## src/logic/xcvr_mute_pkg.sv

```systemverilog
// constants, register map and carrier types for the output mute control
package xcvr_mute_pkg;
  // ************************************************************
  // register byte offsets
  // ************************************************************
  localparam logic [7:0] OFS_CTRL    = 8'h00;
  localparam logic [7:0] OFS_RX_FREQ = 8'h04;
  localparam logic [7:0] OFS_TX_FREQ = 8'h08;
  localparam logic [7:0] OFS_RX_ATT  = 8'h0C;
  localparam logic [7:0] OFS_TX_ATT  = 8'h10;
  localparam logic [7:0] OFS_RX_GAIN = 8'h14;
  localparam logic [7:0] OFS_TX_GAIN = 8'h18;
  localparam logic [7:0] OFS_RX_TILT = 8'h1C;
  localparam logic [7:0] OFS_TX_TILT = 8'h20;
  localparam logic [7:0] OFS_REF     = 8'h24;
  localparam logic [7:0] OFS_STATUS  = 8'h28;
  localparam logic [7:0] OFS_INT_ST  = 8'h2C;
  localparam logic [7:0] OFS_INT_MSK = 8'h30;

  // ************************************************************
  // control register bits
  // ************************************************************
  localparam int B_MODE    = 0;
  localparam int B_RX_SIL  = 1;
  localparam int B_TX_SIL  = 2;
  localparam int B_PWR     = 3;
  localparam int B_RX_TM   = 4;
  localparam int B_TX_TM   = 5;
  localparam int B_XSEL    = 6;
  localparam int B_WARM    = 7;
  localparam int CTRL_W    = 8;
  // mode=1, both muted, amp off, manual tilt, xsel=0, warm-up on
  localparam logic [7:0] CTRL_RST = 8'h87;

  // ************************************************************
  // value ranges (steps: freq 0.5 MHz, att/gain 0.25 dB, tilt 0.1)
  // ************************************************************
  localparam int FREQ_W   = 16;
  localparam logic [15:0] STEP_1M0 = 16'h0002;
  localparam logic [15:0] STEP_2M5 = 16'h0005;
  localparam logic [15:0] RX_FMIN  = 16'h1CE8; // 3700.0 MHz
  localparam logic [15:0] RX_FMAX  = 16'h1F40; // 4000.0 MHz
  localparam logic [15:0] TX_FMIN  = 16'h2E18; // 5900.0 MHz
  localparam logic [15:0] TX_FMAX  = 16'h3070; // 6200.0 MHz
  localparam logic [15:0] ATT_MAX  = 16'h0064; // 25.00 dB
  localparam logic [15:0] GAIN_MAX = 16'h0010; // 4.00 dB below zero
  localparam logic [15:0] TILT_MAX = 16'h000A; // 1.0
  localparam logic [15:0] REF_MAX  = 16'h00FF;
  localparam logic [7:0]  REF_RST  = 8'h57;    // 087

  // ************************************************************
  // interrupt events and status bits
  // ************************************************************
  localparam int NEV      = 5;
  localparam int EV_RXF   = 0;
  localparam int EV_TXF   = 1;
  localparam int EV_XLOCK = 2;
  localparam int EV_WARM  = 3;
  localparam int EV_REJ   = 4;
  localparam int P_RXF    = 0;
  localparam int P_TXF    = 1;
  localparam int P_XLOCK  = 2;
  localparam int P_STRAP  = 3;

  // ************************************************************
  // timing
  // ************************************************************
  localparam int CLK_PS        = 4000;
  localparam int TICK_US       = 1000;
  localparam int TICK_CYCLES   = TICK_US * 1000 / CLK_PS;
  localparam int HOLDOFF_MIN   = 15;
  localparam int HOLDOFF_TICKS = HOLDOFF_MIN * 60 * 1000000 / TICK_US;

  // calibrated tilt, indexed by frequency bits [9:6]
  localparam logic [63:0] CAL_TILT = 64'h0123_4566_7788_99AA;

  // ************************************************************
  // carriers
  // ************************************************************
  typedef struct packed {
    logic [15:0] rx_freq;
    logic [15:0] tx_freq;
    logic [6:0]  rx_att;
    logic [6:0]  tx_att;
    logic [4:0]  rx_gain;
    logic [4:0]  tx_gain;
    logic [3:0]  rx_tilt;
    logic [3:0]  tx_tilt;
    logic [7:0]  ref_trim;
  } setting_t;

  typedef struct packed {
    logic rx_on;
    logic tx_on;
    logic supply_on;
    logic contact_make;
    logic contact_break;
  } drive_t;
endpackage : xcvr_mute_pkg

```

## src/logic/xcvr_mute_ctrl.sv

```systemverilog
// output mute control with APB parameter registers
// Notes on behaviour
// - frequency must be 1.0/2.5 MHz multiple, in range
// - attenuation 0 to 25 dB, 0.25 dB steps
// - gain trim 0 to -4 dB, redundant only
// - mode 1 mutes output after its retune
// - mode 0 keeps prior mute, faults still gate
// - mute-after-retune mode resets to one
// - rx on needs no fault, rx unmuted
// - tx on needs no fault, unmuted, amp on
// - amp off removes power stage supply
// - calibrated tilt from table, else manual value
// - manual tilt 0.0 to 1.0, default 0.0
// - reference trim 0 to 255, default 87
// - option adds external lock loss to alarm
// - warm-up mutes both outputs 900000 ticks of 250 cycles (0.9 s at 4 ns)
// - clearing warm-up ends hold-off at once
// - alarm make closes, break opens on fault
// - open strap stand-alone, grounded strap redundant
`timescale 1ns/10ps
module xcvr_mute_ctrl #(
  parameter int TICK_CYCLES   = xcvr_mute_pkg::TICK_CYCLES,
  parameter int HOLDOFF_TICKS = xcvr_mute_pkg::HOLDOFF_TICKS
) (
  // apb slave
  input  wire logic                   pclk,
  input  wire logic                   presetn,
  input  wire logic                   psel,
  input  wire logic                   penable,
  input  wire logic                   pwrite,
  input  wire logic [7:0]             paddr,
  input  wire logic [31:0]            pwdata,
  output logic      [31:0]            prdata,
  output logic                        pready,
  output logic                        pslverr,
  // hardware status pins
  input  wire logic                   rx_synth_fault,
  input  wire logic                   tx_synth_fault,
  input  wire logic                   ext_lock_loss,
  input  wire logic                   redundancy_strap_n,
  // applied settings and drives
  output xcvr_mute_pkg::setting_t     setting,
  output xcvr_mute_pkg::drive_t       drive,
  output logic                        irq
);

  // ************************************************************
  // state
  // ************************************************************
  typedef struct packed {
    logic [7:0]                ctrl;
    xcvr_mute_pkg::setting_t   sw;
    xcvr_mute_pkg::setting_t   applied;
    xcvr_mute_pkg::drive_t     drv;
    logic [4:0]                int_st;
    logic [4:0]                int_msk;
    logic [31:0]               rdata;
    logic [3:0]                s1;
    logic [3:0]                s2;
    logic [3:0]                s3;
    logic [3:0]                pin;
    logic [3:0]                pin_q;
    logic                      hold;
    logic [17:0]               tick_cnt;
    logic [19:0]               hold_cnt;
  } state_t;

  state_t st_r;
  state_t st_nxt;

  localparam logic [17:0] TICK_LAST = 18'(TICK_CYCLES - 1);
  localparam logic [19:0] HOLD_LAST = 20'(HOLDOFF_TICKS);

  // ************************************************************
  // helpers
  // ************************************************************
  function automatic logic in_range(input logic [31:0] v,
                                    input logic [15:0] hi);
    in_range = (v[31:16] == 16'h0000) && (v[15:0] <= hi);
  endfunction : in_range

  function automatic logic freq_ok(input logic [31:0] v,
                                   input logic [15:0] lo,
                                   input logic [15:0] hi);
    freq_ok = in_range(v, hi) && (v[15:0] >= lo) &&
              ((v[15:0] % xcvr_mute_pkg::STEP_1M0 == 16'h0000) ||
               (v[15:0] % xcvr_mute_pkg::STEP_2M5 == 16'h0000));
  endfunction : freq_ok

  function automatic logic [3:0] cal_tilt(input logic [15:0] f);
    cal_tilt = xcvr_mute_pkg::CAL_TILT[{f[9:6], 2'b00} +: 4];
  endfunction : cal_tilt

  // ************************************************************
  // decode
  // ************************************************************
  logic        setup;
  logic        wr;
  logic        mapped;
  logic        ok;
  logic [31:0] rd;
  logic        redundant;
  logic        rx_fault;
  logic        tx_fault;
  logic        alarm;
  logic [4:0]  ev;
  logic [4:0]  w1c;

  always_comb begin
    setup = psel && !penable;
    wr = psel && penable && pwrite;
    mapped = 1'b1;
    ok = 1'b1;
    rd = 32'h0000_0000;
    unique case (paddr)
      xcvr_mute_pkg::OFS_CTRL: begin
        ok = (pwdata[31:8] == 24'h00_0000);
        rd = {24'h00_0000, st_r.ctrl};
      end
      xcvr_mute_pkg::OFS_RX_FREQ: begin
        ok = freq_ok(pwdata, xcvr_mute_pkg::RX_FMIN,
                     xcvr_mute_pkg::RX_FMAX);
        rd = {16'h0000, st_r.sw.rx_freq};
      end
      xcvr_mute_pkg::OFS_TX_FREQ: begin
        ok = freq_ok(pwdata, xcvr_mute_pkg::TX_FMIN,
                     xcvr_mute_pkg::TX_FMAX);
        rd = {16'h0000, st_r.sw.tx_freq};
      end
      xcvr_mute_pkg::OFS_RX_ATT: begin
        ok = in_range(pwdata, xcvr_mute_pkg::ATT_MAX);
        rd = {25'h000_0000, st_r.sw.rx_att};
      end
      xcvr_mute_pkg::OFS_TX_ATT: begin
        ok = in_range(pwdata, xcvr_mute_pkg::ATT_MAX);
        rd = {25'h000_0000, st_r.sw.tx_att};
      end
      xcvr_mute_pkg::OFS_RX_GAIN: begin
        ok = in_range(pwdata, xcvr_mute_pkg::GAIN_MAX);
        rd = {27'h000_0000, st_r.sw.rx_gain};
      end
      xcvr_mute_pkg::OFS_TX_GAIN: begin
        ok = in_range(pwdata, xcvr_mute_pkg::GAIN_MAX);
        rd = {27'h000_0000, st_r.sw.tx_gain};
      end
      xcvr_mute_pkg::OFS_RX_TILT: begin
        ok = in_range(pwdata, xcvr_mute_pkg::TILT_MAX);
        rd = {28'h000_0000, st_r.sw.rx_tilt};
      end
      xcvr_mute_pkg::OFS_TX_TILT: begin
        ok = in_range(pwdata, xcvr_mute_pkg::TILT_MAX);
        rd = {28'h000_0000, st_r.sw.tx_tilt};
      end
      xcvr_mute_pkg::OFS_REF: begin
        ok = in_range(pwdata, xcvr_mute_pkg::REF_MAX);
        rd = {24'h00_0000, st_r.sw.ref_trim};
      end
      xcvr_mute_pkg::OFS_STATUS: begin
        ok = 1'b0;
        rd = {22'h00_0000, st_r.hold, st_r.pin, st_r.drv};
      end
      xcvr_mute_pkg::OFS_INT_ST: begin
        rd = {27'h000_0000, st_r.int_st};
      end
      xcvr_mute_pkg::OFS_INT_MSK: begin
        ok = (pwdata[31:5] == 27'h000_0000);
        rd = {27'h000_0000, st_r.int_msk};
      end
      default: begin
        mapped = 1'b0;
        ok = 1'b0;
      end
    endcase
  end

  // ************************************************************
  // next state
  // ************************************************************
  always_comb begin
    st_nxt = st_r;
    ev = 5'h00;
    w1c = 5'h00;

    // pins pass three flops; a change counts once 2nd and 3rd agree
    st_nxt.s1 = {redundancy_strap_n, ext_lock_loss,
                 tx_synth_fault, rx_synth_fault};
    st_nxt.s2 = st_r.s1;
    st_nxt.s3 = st_r.s2;
    st_nxt.pin_q = st_r.pin;
    for (int i = 0; i < 4; i++) begin
      if (st_r.s2[i] == st_r.s3[i]) begin
        st_nxt.pin[i] = st_r.s3[i];
      end
    end
    redundant = !st_r.pin[xcvr_mute_pkg::P_STRAP];
    rx_fault = st_r.pin[xcvr_mute_pkg::P_RXF];
    tx_fault = st_r.pin[xcvr_mute_pkg::P_TXF];

    // register writes
    if (setup) begin
      st_nxt.rdata = rd;
    end
    if (wr && mapped && !ok) begin
      ev[xcvr_mute_pkg::EV_REJ] = 1'b1;
    end
    if (wr && ok) begin
      unique case (paddr)
        xcvr_mute_pkg::OFS_CTRL: begin
          st_nxt.ctrl = pwdata[7:0];
        end
        xcvr_mute_pkg::OFS_RX_FREQ: begin
          st_nxt.sw.rx_freq = pwdata[15:0];
          // mode 0 leaves the mute bit as it was; faults still gate
          if (st_r.ctrl[xcvr_mute_pkg::B_MODE] &&
              pwdata[15:0] != st_r.sw.rx_freq) begin
            st_nxt.ctrl[xcvr_mute_pkg::B_RX_SIL] = 1'b1;
          end
        end
        xcvr_mute_pkg::OFS_TX_FREQ: begin
          st_nxt.sw.tx_freq = pwdata[15:0];
          if (st_r.ctrl[xcvr_mute_pkg::B_MODE] &&
              pwdata[15:0] != st_r.sw.tx_freq) begin
            st_nxt.ctrl[xcvr_mute_pkg::B_TX_SIL] = 1'b1;
          end
        end
        xcvr_mute_pkg::OFS_RX_ATT: st_nxt.sw.rx_att = pwdata[6:0];
        xcvr_mute_pkg::OFS_TX_ATT: st_nxt.sw.tx_att = pwdata[6:0];
        xcvr_mute_pkg::OFS_RX_GAIN: st_nxt.sw.rx_gain = pwdata[4:0];
        xcvr_mute_pkg::OFS_TX_GAIN: st_nxt.sw.tx_gain = pwdata[4:0];
        xcvr_mute_pkg::OFS_RX_TILT: st_nxt.sw.rx_tilt = pwdata[3:0];
        xcvr_mute_pkg::OFS_TX_TILT: st_nxt.sw.tx_tilt = pwdata[3:0];
        xcvr_mute_pkg::OFS_REF: st_nxt.sw.ref_trim = pwdata[7:0];
        xcvr_mute_pkg::OFS_INT_ST: w1c = pwdata[4:0];
        xcvr_mute_pkg::OFS_INT_MSK: st_nxt.int_msk = pwdata[4:0];
        default: ;
      endcase
    end

    // warm-up hold-off; a tick divider keeps the counter narrow
    if (st_r.hold) begin
      if (st_r.tick_cnt == TICK_LAST) begin
        st_nxt.tick_cnt = 18'h0_0000;
        st_nxt.hold_cnt = st_r.hold_cnt + 20'h0_0001;
      end else begin
        st_nxt.tick_cnt = st_r.tick_cnt + 18'h0_0001;
      end
      if (!st_r.ctrl[xcvr_mute_pkg::B_WARM] ||
          st_r.hold_cnt == HOLD_LAST) begin
        st_nxt.hold = 1'b0;
        ev[xcvr_mute_pkg::EV_WARM] = 1'b1;
      end
    end

    // output drives
    st_nxt.drv.rx_on = !rx_fault && !st_r.hold &&
                       !st_r.ctrl[xcvr_mute_pkg::B_RX_SIL];
    st_nxt.drv.tx_on = !tx_fault && !st_r.hold &&
                       !st_r.ctrl[xcvr_mute_pkg::B_TX_SIL] &&
                       st_r.ctrl[xcvr_mute_pkg::B_PWR];
    // supply follows the amp bit alone, whatever the mute state
    st_nxt.drv.supply_on = st_r.ctrl[xcvr_mute_pkg::B_PWR];
    alarm = rx_fault || tx_fault ||
            (st_r.ctrl[xcvr_mute_pkg::B_XSEL] &&
             st_r.pin[xcvr_mute_pkg::P_XLOCK]);
    st_nxt.drv.contact_make = alarm;
    st_nxt.drv.contact_break = !alarm;

    // applied settings
    st_nxt.applied = st_r.sw;
    if (!redundant) begin
      st_nxt.applied.rx_gain = 5'h00;
      st_nxt.applied.tx_gain = 5'h00;
    end
    if (st_r.ctrl[xcvr_mute_pkg::B_RX_TM]) begin
      st_nxt.applied.rx_tilt = cal_tilt(st_r.sw.rx_freq);
    end
    if (st_r.ctrl[xcvr_mute_pkg::B_TX_TM]) begin
      st_nxt.applied.tx_tilt = cal_tilt(st_r.sw.tx_freq);
    end

    // sticky events; a set in the clearing cycle wins
    ev[xcvr_mute_pkg::EV_RXF] = rx_fault &&
                                !st_r.pin_q[xcvr_mute_pkg::P_RXF];
    ev[xcvr_mute_pkg::EV_TXF] = tx_fault &&
                                !st_r.pin_q[xcvr_mute_pkg::P_TXF];
    ev[xcvr_mute_pkg::EV_XLOCK] = st_r.pin[xcvr_mute_pkg::P_XLOCK] &&
                                  !st_r.pin_q[xcvr_mute_pkg::P_XLOCK];
    st_nxt.int_st = (st_r.int_st & ~w1c) | ev;
  end

  // ************************************************************
  // registers
  // ************************************************************
  always_ff @(posedge pclk or negedge presetn) begin
    if (!presetn) begin
      st_r <= '0;
      st_r.ctrl <= xcvr_mute_pkg::CTRL_RST;
      st_r.sw.rx_freq <= xcvr_mute_pkg::RX_FMIN;
      st_r.sw.tx_freq <= xcvr_mute_pkg::TX_FMIN;
      st_r.sw.ref_trim <= xcvr_mute_pkg::REF_RST;
      st_r.applied.rx_freq <= xcvr_mute_pkg::RX_FMIN;
      st_r.applied.tx_freq <= xcvr_mute_pkg::TX_FMIN;
      st_r.applied.ref_trim <= xcvr_mute_pkg::REF_RST;
      st_r.drv.contact_break <= 1'b1;
      st_r.pin <= 4'h8;
      st_r.pin_q <= 4'h8;
      // chain starts at the idle pin levels, else an open strap reads
      // as grounded for a few cycles after reset
      st_r.s1 <= 4'h8;
      st_r.s2 <= 4'h8;
      st_r.s3 <= 4'h8;
      st_r.hold <= 1'b1;
    end else begin
      st_r <= st_nxt;
    end
  end

  // ************************************************************
  // outputs
  // ************************************************************
  assign prdata  = st_r.rdata;
  assign pready  = 1'b1;
  assign pslverr = psel && penable && (!mapped || (pwrite && !ok));
  assign setting = st_r.applied;
  assign drive   = st_r.drv;
  assign irq     = |(st_r.int_st & st_r.int_msk);
endmodule : xcvr_mute_ctrl

```

## config.mk

```make
export PLATFORM = sky130hd
export DESIGN_NAME = xcvr_mute_ctrl
export DESIGN_NICKNAME = d
export VERILOG_FILES = /design/src/logic/xcvr_mute_pkg.sv /design/src/logic/xcvr_mute_ctrl.sv
export SDC_FILE = /design/constraint.sdc
export NUM_CORES = 1
export LEC_CHECK = 0
export BUFFER_PORTS_ARGS = -buffer_cell sky130_fd_sc_hd__buf_2
export CAP_MARGIN = 30
export CELL_PAD_IN_SITES_DETAIL_PLACEMENT = 1
export CELL_PAD_IN_SITES_GLOBAL_PLACEMENT = 2
export CORE_ASPECT_RATIO = 0.8
export CORE_UTILIZATION = 39
export CTS_BUF_LIST = sky130_fd_sc_hd__clkbuf_2
export DETAILED_ROUTE_END_ITERATION = 8
export PLACE_DENSITY_LB_ADDON = 0.1
export SYNTH_ARGS = -nofsm -noshare
export SYNTH_HDL_FRONTEND = slang
export SYNTH_SLANG_ARGS = --single-unit
```

## constraint.sdc

```tcl
create_clock -name pclk -period 5.9 [get_ports pclk]
set_clock_uncertainty 0.05 [all_clocks]
set_input_delay 0.295 -clock pclk [delete_from_list [all_inputs] [get_ports pclk]]
set_output_delay 0.295 -clock pclk [all_outputs]
set_load 0.005 [all_outputs]
```

==> flow_summary_export.csv, run 1 <==
group,metric,value,unit
run_status,outcome,"completed",
finish,drive_above_1_share,35.5,%
synth,async_flop_share,100,%
sta,worst_pin_slew,988,ps
sta,period_needed,5730,ps
synth,yosysWarnings,0,
worst_setup_path,crit_top_cell,"buf_4",
finish,instances_no_fill,2106,
pwr,power_frac_comb,19.5,%
placed_design,gp_congestion,0.884,
route,routed_wl,46900,um
placed_design,pre_cts_ws,-336,ps
route,top_layer_used,"met4",
floorplanning,pin_count,161,
worst_setup_path,worst_setup_path_end_kind,"output pin",
synth,yosysSeqAreaShare,44.6,%
floorplanning,die_w,211,um
route,dr.first_iter.drc_count,847,
pwr,pwr-share-clk,33.2,%
clock_tree,path_clk_slew,130,ps
route,drcViolationCount,0,
route,dr_wl_met3,2610,um
worst_setup_path,crit_type,"in -> out",
hold_path,hold_class,"in -> reg",
placed_design,place_inst,1960,
global_routing,first_global_vias,12128,
sta,maxSlewHeadroom,33.9,%
clock_tree,clkLatencyLatePin,920,ps
worst_setup_path,startpoint,"pwdata[14]",
floorplanning,die_y,169,um
pwr,p_leak,7.62,nW
clock_tree,cts_htree_levels,2,
synth,avgSynthCellArea,10.0,um2
sta,fin_ws,172,ps
sta,clock.fmax,175,MHz
route,wire_per_inst,22.3,um
pwr,seq_power_share,47.2,%
pwr,ir_drop,0.115,mV
synth,netlist.area_leader.share,35.8,%
route,routed-wl-met2,20300,um
finish,fillers,3938,
floorplanning,row_count,60,
synth,syn_area,13600,um2
clock_tree,cts_inserted_buffers,56,
route,dr.pass1.iters,5,
global_routing,grt_max_degree,144,
sta,fin_setup_tns,0,ps
finish,area_growth_syn_to_layout,20.7,%
route,antenna_left,0,
worst_setup_path,cp.required,5560,ps
pwr,internal_power,2.49,mW
floorplanning,core,34000,um2
route,vias,11738,
pwr,switching_share,31.2,%
worst_setup_path,slowest_delay,650,ps
clock_tree,cts_num_sinks,241,
synth,synth.distinct_cells,100,
sta,slew_viol_final,0,
pwr,p_sw,1.13,mW
synth,yosys.area.top_type,"dfrtp_1",
worst_setup_path,crit_slowest_cell,"o41ai_1",
worst_setup_path,worstPathArrival,5380,ps
global_routing,grt_antenna_before_repair,0,
finish,layout.nets,1652,
synth,synth_edf_count,0,
clock_tree,cts_root_buffer,"clkbuf_2",
route,met1_length,23200,um
placed_design,dp_hpwl,33300,um
global_routing,grt_use_total,26.7,%
floorplanning,start_util,40.1,%
placed_design,placed_area,15200,um2
synth,synth_seq_cells,241,
synth,synth_area_leaders,"dfrtp_1 (36%), dfstp_2 (8.9%), buf_4 (6.4%)",
worst_setup_path,r2r-start,"st_r[38]",
route,vias_per_cell,5.57,
clock_tree,cts_tree,"built",
clock_tree,cts_buffer_depth,3,
sta,hold_viol_final,0,
finish,antenna_cells,0,
hold_path,holdCritStartpoint,"paddr[3]",
flow_run,maxCapViolCount,0,
floorplanning,die_area,35700,um2
placed_design,io_buffers,143,
worst_setup_path,startpoint_type,"primary input",
sta,fin_crit_sh,97.1,%
global_routing,grt_pass1_wl,73600,um
synth,synth-main-ff-cell,"dfrtp_1",
global_routing,gr-total-overflow,0,
sta,finalSetupViolCount,0,
worst_setup_path,crit_fanout,15,
pwr,total_power,3.61,mW
finish,finalInstanceArea,16500,um2
synth,synthCells,1359,
pwr,power_density,219,nW/um2
-- through the flow --
step                util (%)  hold WS [ps]
CTS                     47.7          21.3
global route            48.4          92.3
detailed placement      44.8           292
global placement        44.7           286
finish                  48.4           134
floorplan                  -         -50.6
-- cell usage in the layout (no fill, tap or decap), types with 26 or more instances in the layout --
cell / n
dfrtp_1: 195
dfstp_2: 46
mux2_2: 39
nor2_1: 96
mux2_1: 40
clkbuf_2: 94
o21ai_0: 35
a21oi_1: 44
nor2b_1: 26
nand3_1: 38
dlygate4sd3_1: 30
buf_2: 139
buf_4: 167
xor2_1: 43
nand2_1: 95
-- cells in the mapped netlist (all sizes together) (29+ instances only) --
cell type    n
a21oi       60
buf        158
clkbuf      40
dfrtp      195
dfstp       46
mux2        79
nand2       96
nand3       38
nor2        97
nor2b       29
o21ai       44
xor2        44
-- power groups by stage --
stage | Combinational [mW] | Sequential (mW) | Clock [mW]
2_1_floorplan | 0.353 | 1.72 | 0
3_3_place_gp | 0.625 | 1.73 | 0
3_5_place_dp | 0.629 | 1.74 | 0
4_1_cts | 0.662 | 1.70 | 1.24
5_1_grt | 0.762 | 1.71 | 1.33
6_report | 0.706 | 1.70 | 1.20
-- area by class of cell --
class / instances / area, um2 / share of cell area [%]
Sequential cell: 241 / 6090 / 37.0
Clock buffer: 94 / 470 / 2.86
Tap cell: 465 / 582 / 3.53
Inverter: 27 / 105 / 0.638
Timing Repair Buffer: 359 / 2620 / 15.9
Multi-Input combinational cell: 908 / 6510 / 39.5
Clock inverter: 12 / 101 / 0.615
-- repair_timing --
| action | in CTS | in global routing |
|---|---|---|
| setup endpoints to repair | 1 | 1 |
| hold buffers | 31 | 0 |
| endpoints found under the hold margin | 191 | 0 |
| resized for setup | 16 | 49 |
| setup buffers | 0 | 9 |
| pin swaps | 1 | 18 |
-- flip-flops by register name, summed over array words and instances, names as in the netlist --
signal and count:
drive 5, prdata 16, rx_fault 1, setting 72
st_nxt 66, st_r 81
-- worst max-delay path: cells and delay by family --
family | cells | cell delay (ps)
muxes | 1 | 130
buffers and inverters | 7 | 1020
and+or+nand+nor | 7 | 1080
adders and majority gates | 1 | 230
AOI/OAI and AO/OA | 13 | 2620
-- metal layers --
layer | global-route usage (%) | up-vias
li1 | - | 5347
met1 | 40.5 | 5958
met2 | 39.7 | 371
met3 | 4.29 | 62
met4 | 5.92 | 0
met5 | 0 | -
-- worst paths after layout --
kind	cells after the start	slack (ps)	end
max	29	170	pslverr
min	6	130	st_r[96]
max reg2reg	8	3050	st_r[17]
min reg2reg	0	310	st_nxt[50]
max in group asynchronous	4	4380	st_r[100]
min in group asynchronous	3	540	setting[51]
-- kinds of logic after synthesis --
group	count (synthesis)	synth area share, %
compound gates	305	16.9
mux	97	7.84
other cells	2	0.0550
flops	241	44.6
fa+ha+maj	14	1.21
simple gates	406	15.2
buf+inv	225	9.71
xor+xnor	69	4.48
Note: power is estimated with default switching activity, not from simulation.
==> run 2: changes to the inputs <==
--- a/config.mk
+++ b/config.mk
@@ -11,7 +11,7 @@
 export CELL_PAD_IN_SITES_GLOBAL_PLACEMENT = 2
 export CORE_ASPECT_RATIO = 0.8
 export CORE_UTILIZATION = 39
-export CTS_BUF_LIST = sky130_fd_sc_hd__clkbuf_2
+export CTS_BUF_LIST = sky130_fd_sc_hd__clkbuf_4 sky130_fd_sc_hd__clkbuf_8
 export DETAILED_ROUTE_END_ITERATION = 8
 export PLACE_DENSITY_LB_ADDON = 0.1
 export SYNTH_ARGS = -nofsm -noshare
==> flow_summary_export.csv, run 2 (same netlist as run 1, synthesis figures left out) <==
group,metric,value,unit
sta,fin_setup_tns,0,ps
sta,finalSetupViolCount,0,
floorplanning,start_util,40.1,%
worst_setup_path,reg2reg_slack,3110,ps
finish,area_growth_syn_to_layout,19.9,%
worst_setup_path,crit_buf_inv,6,
route,vias_per_cell,5.65,
clock_tree,cts_tree,"built",
global_routing,first_global_vias,11783,
clock_tree,cts_num_sinks,241,
pwr,total_power,3.82,mW
worst_setup_path,startpoint_type,"primary input",
finish,drive_above_1_share,34.6,%
finish,largest_reg_flops,81,
placed_design,pre_cts_ws,-336,ps
route,dr.pass1.iters,5,
floorplanning,die_y,169,um
global_routing,grt_use_total,26.2,%
finish,antenna_cells,0,
worst_setup_path,r2r_end,"st_r[17]",
global_routing,grt_max_degree,144,
clock_tree,cts_inserted_buffers,36,
clock_tree,cts_htree_levels,2,
route,vias,11519,
pwr,p_leak,7.45,nW
clock_tree,clkLatencyLatePin,550,ps
global_routing,grt_antenna_before_repair,0,
clock_tree,cts_buffer_depth,3,
pwr,pwr-share-clk,37.3,%
sta,fin_hold_ws,251,ps
pwr,p_sw,1.09,mW
worst_setup_path,crit_top_cell,"buf_6",
floorplanning,pin_count,161,
finish,top_register,"st_r",
worst_setup_path,worst_setup_path_end_kind,"output pin",
hold_path,whs_endpoint,"st_r[252]",
worst_setup_path,slowest_delay,470,ps
pwr,power_frac_comb,18.0,%
clock_tree,cts_root_buffer,"clkbuf_8",
placed_design,dp_hpwl,33300,um
global_routing,grt_pass1_wl,72400,um
flow_run,maxCapViolCount,0,
worst_setup_path,cpLargestDelayFamily,"compound AO/OA/AOI/OAI gates",
worst_setup_path,crit_slowest_cell,"a2111o_1",
route,wire_per_inst,22.6,um
hold_path,hold_class,"in -> reg",
finish,layout.nets,1606,
worst_setup_path,crit_fanout,15,
route,antenna_left,0,
worst_setup_path,worstPathArrival,5320,ps
sta,worst_pin_slew,1020,ps
worst_setup_path,rr_worst_depth,8,
pwr,ir_drop,0.136,mV
pwr,switching_share,28.5,%
run_status,outcome,"completed",
floorplanning,core,34000,um2
sta,slew_viol_final,0,
finish,post-route-util,48.1,%
sta,fin_crit_sh,96.0,%
clock_tree,path_clk_slew,70,ps
pwr,seq_power_share,44.7,%
worst_setup_path,cp.required,5560,ps
sta,period_needed,5660,ps
hold_path,holdCritStartpoint,"penable",
route,routed_wl,46100,um
pwr,power_density,233,nW/um2
sta,maxSlewHeadroom,32.0,%
route,drcViolationCount,0,
sta,clock.fmax,177,MHz
route,dr.first_iter.drc_count,908,
floorplanning,die_w,211,um
hold_path,hold_depth,4,
floorplanning,row_count,60,
finish,final_cell_mix,"dfrtp_1 (195), buf_4 (167), buf_2 (139)",
placed_design,io_buffers,143,
worst_setup_path,crit_type,"in -> out",
floorplanning,die_area,35700,um2
pwr,internal_power,2.73,mW
global_routing,gr-total-overflow,0,
finish,final_common_cell,"dfrtp_1",
worst_setup_path,r2r-start,"st_r[38]",
sta,hold_viol_final,0,
sta,fin_ws,237,ps
placed_design,gp_congestion,0.884,
## run 2: changes by cell type in the layout (fill, tap and decap cells not counted), sizes merged
cell	change
clkinv	-4
clkbuf	-40
buf	-1
clkinvlp	+3
bufinv	-1
inv	-1
dlygate4sd3	-25
## run 2: metrics by stage
| stage | cell area [um2] | instances |
|---|---|---|
| global placement | 15200 | 1957 |
| finish | 16400 | 2037 |
| global route | 16400 | 2037 |
| CTS | 16100 | 2028 |
| detailed placement | 15200 | 1960 |
| floorplan | 13700 | 1374 |
## run 2: metal layers
layer | share of wire, % | vias to the layer above | global-route usage [%]
met1 | 50 | 5906 | 40.3
met4 | 1.3 | 0 | 5.14
li1 | - | 5213 | -
met3 | 5.7 | 49 | 4.09
met5 | 0 | - | 0
met2 | 43 | 351 | 38.5
## run 2: how the worst max path moves through the flow
stage,to,cells after the start,slack (ps),startpoint
after floorplan,st_nxt[171],25,340,pwdata[15]
after global placement,st_nxt[103],28,-190,pwdata[14]
after detailed placement,st_r[255],29,-340,pwdata[15]
after CTS,pslverr,27,20,pwdata[13]
after global routing,pslverr,30,-60,pwdata[12]
final,pslverr,29,240,pwdata[14]
## run 2: power groups by stage
| stage | sequential (mW) | clock [mW] | combinational, mW |
|---|---|---|---|
| 5_1_grt | 1.71 | 1.55 | 0.742 |
| 3_5_place_dp | 1.74 | 0 | 0.629 |
| 2_1_floorplan | 1.72 | 0 | 0.353 |
| 6_report | 1.71 | 1.43 | 0.686 |
| 4_1_cts | 1.71 | 1.47 | 0.645 |
| 3_3_place_gp | 1.73 | 0 | 0.625 |
## run 2: timing repair
item,in CTS,in global routing
gates resized for setup,16,48
endpoints found under the setup margin,1,1
pin swaps,1,18
buffers inserted,0,9
gates cloned,0,0
hold endpoints to repair,84,0
hold buffers,5,0
## run 2: layout make-up
type,instances,area [um2]
inverters,27,105
well taps,465,582
flip-flops and latches,241,6090
repair buffers,333,2340
clock inverters,9,83.8
clock buffers,54,656
multi-input cells,908,6520
fillers,3849,17600
## run 2: worst register-to-register path, delay by kind of cell (launching register included)
family / cells / cell delay (ps)
xor gates and xnor gates: 1 / 140
buffers and inverters: 1 / 160
DFF: 1 / 720
and+or+nand+nor: 6 / 1610
==> run 3: changes to the inputs <==
--- a/config.mk
+++ b/config.mk
@@ -13,7 +13,7 @@
 export CORE_UTILIZATION = 39
 export CTS_BUF_LIST = sky130_fd_sc_hd__clkbuf_4 sky130_fd_sc_hd__clkbuf_8
 export DETAILED_ROUTE_END_ITERATION = 8
-export PLACE_DENSITY_LB_ADDON = 0.1
+export PLACE_DENSITY_LB_ADDON = 0.15
 export SYNTH_ARGS = -nofsm -noshare
 export SYNTH_HDL_FRONTEND = slang
 export SYNTH_SLANG_ARGS = --single-unit
==> flow_summary_export.csv, run 3 (same netlist as run 1, synthesis figures left out) <==
group,metric,value,unit
sta,slew_viol_final,0,
clock_tree,cts_root_buffer,"clkbuf_8",
clock_tree,cts_buffer_depth,3,
worst_setup_path,rr_worst_depth,8,
sta,fin_crit_sh,97.7,%
clock_tree,clkLatencyLatePin,550,ps
route,drcViolationCount,0,
global_routing,grt_antenna_before_repair,0,
finish,final_common_cell,"dfrtp_1",
sta,clock.fmax,174,MHz
finish,instances_no_fill,2055,
placed_design,place_inst,1957,
worst_setup_path,reg2reg_slack,3100,ps
finish,multi_input_area,6520,um2
worst_setup_path,crit_type,"in -> out",
hold_path,whs_endpoint,"st_r[252]",
route,vias_per_cell,5.66,
hold_path,hold_class,"in -> reg",
sta,maxSlewHeadroom,39.2,%
placed_design,placed_area,15200,um2
sta,grt_setup_unrepaired,"true",
worst_setup_path,worst_setup_path_end_kind,"output pin",
run_status,outcome,"completed",
route,routed_wl,48000,um
floorplanning,core,34000,um2
pwr,total_power,3.98,mW
finish,largest_reg_flops,81,
finish,regArea,6090,um2
placed_design,dp_hpwl,34300,um
worst_setup_path,r2r-start,"st_r[38]",
placed_design,gp_congestion,0.896,
floorplanning,die_w,211,um
placed_design,io_buffers,143,
finish,area_growth_syn_to_layout,21.6,%
pwr,power_frac_comb,18.4,%
hold_path,hold_depth,4,
pwr,pwr-share-clk,38.7,%
pwr,switching_share,28.1,%
hold_path,holdCritStartpoint,"penable",
worst_setup_path,slowest_delay,480,ps
worst_setup_path,cp.required,5560,ps
pwr,p_leak,7.61,nW
global_routing,gr-total-overflow,0,
sta,worst_pin_slew,912,ps
clock_tree,cts_num_sinks,241,
route,antenna_left,0,
finish,fillers,3837,
pwr,power_density,240,nW/um2
route,vias,11633,
flow_run,maxCapViolCount,0,
finish,finalInstanceArea,16600,um2
clock_tree,cts_htree_levels,2,
finish,final_cell_mix,"dfrtp_1 (195), buf_4 (177), buf_2 (138)",
route,dr.first_iter.drc_count,884,
global_routing,grt_use_total,26.9,%
sta,hold_viol_final,0,
global_routing,grt_pass1_wl,74000,um
worst_setup_path,startpoint_type,"primary input",
sta,period_needed,5760,ps
finish,post-route-util,48.8,%
global_routing,grt_max_degree,122,
worst_setup_path,r2r_end,"st_r[17]",
floorplanning,row_count,60,
floorplanning,die_area,35700,um2
worst_setup_path,crit_slowest_cell,"a2111o_1",
worst_setup_path,startpoint,"pwdata[15]",
pwr,seq_power_share,42.9,%
worst_setup_path,crit_fanout,8,
finish,drive_above_1_share,35.2,%
worst_setup_path,worstPathArrival,5420,ps
clock_tree,path_clk_slew,70,ps
finish,top_register,"st_r",
floorplanning,die_y,169,um
finish,layout.nets,1620,
clock_tree,cts_inserted_buffers,37,
clock_tree,cts_tree,"built",
pwr,ir_drop,0.181,mV
global_routing,first_global_vias,12043,
route,dr.pass1.iters,5,
pwr,internal_power,2.86,mW
pwr,p_sw,1.12,mW
worst_setup_path,crit_top_cell,"buf_6",
sta,finalSetupViolCount,0,
sta,fin_setup_tns,0,ps
finish,antenna_cells,0,
route,wire_per_inst,23.3,um
floorplanning,start_util,40.1,%
floorplanning,pin_count,161,
-- run 3: cell count changes in the layout (fill, tap and decap cells not counted), sizes merged --
cell / change
clkdlybuf4s18: -1
clkinvlp: -2
clkinv: -1
buf: +10
clkdlybuf4s15: +1
clkbuf: +11
-- run 3: area by class of cell --
type	instances	share of cell area [%]
multi-input combinational	908	39.3
sequential	241	36.7
timing repair buffer	346	14.9
clock buffer	62	4.62
tap	465	3.51
inverter	27	0.634
clock inverter	6	0.362
-- run 3: worst max-delay path: cells and delay by family --
family | cells | cell delay [ps]
compound gates | 13 | 2690
simple gates | 8 | 1280
fa+ha+maj | 1 | 170
buf+inv | 7 | 940
-- run 3: through the flow --
step,hold WS [ps],worst slack [ps]
floorplan,-50.6,340
global placement,281,-312
detailed placement,290,-393
CTS,220,12.4
global route,263,-52.7
finish,245,138
-- run 3: timing repair --
item | 4_1_cts | 5_1_grt
cloned | 0 | 2
setup buffers | 5 | 18
endpoints found under the setup margin | 1 | 28
pin swaps | 3 | 26
hold buffers | 5 | 0
hold endpoints to repair | 109 | 0
gates resized for setup | 12 | 63
-- run 3: per-layer routing --
layer / wire length (um) / track usage (%) / share of wire (%)
met5: 0 / 0 / 0
met4: 738 / 5.73 / 1.5
met3: 2470 / 4.00 / 5.1
met2: 21300 / 40.2 / 45
met1: 23400 / 40.9 / 49
-- run 3: worst max-delay path by stage --
stage             endpoint  slack (ps)  depth (start not counted)
2_1_floorplan  st_nxt[171]         340                         25
3_3_place_gp   st_nxt[163]        -310                         30
3_5_place_dp   st_nxt[166]        -390                         31
4_1_cts            pslverr          10                         29
5_1_grt            pslverr         -50                         29
6_report           pslverr         140                         29
-- run 3: power groups by stage --
stage	clock network, mW	logic (mW)	registers, mW
5_1_grt	1.65	0.792	1.71
2_1_floorplan	0	0.353	1.72
3_5_place_dp	0	0.633	1.74
3_3_place_gp	0	0.631	1.73
4_1_cts	1.57	0.657	1.71
6_report	1.54	0.734	1.71
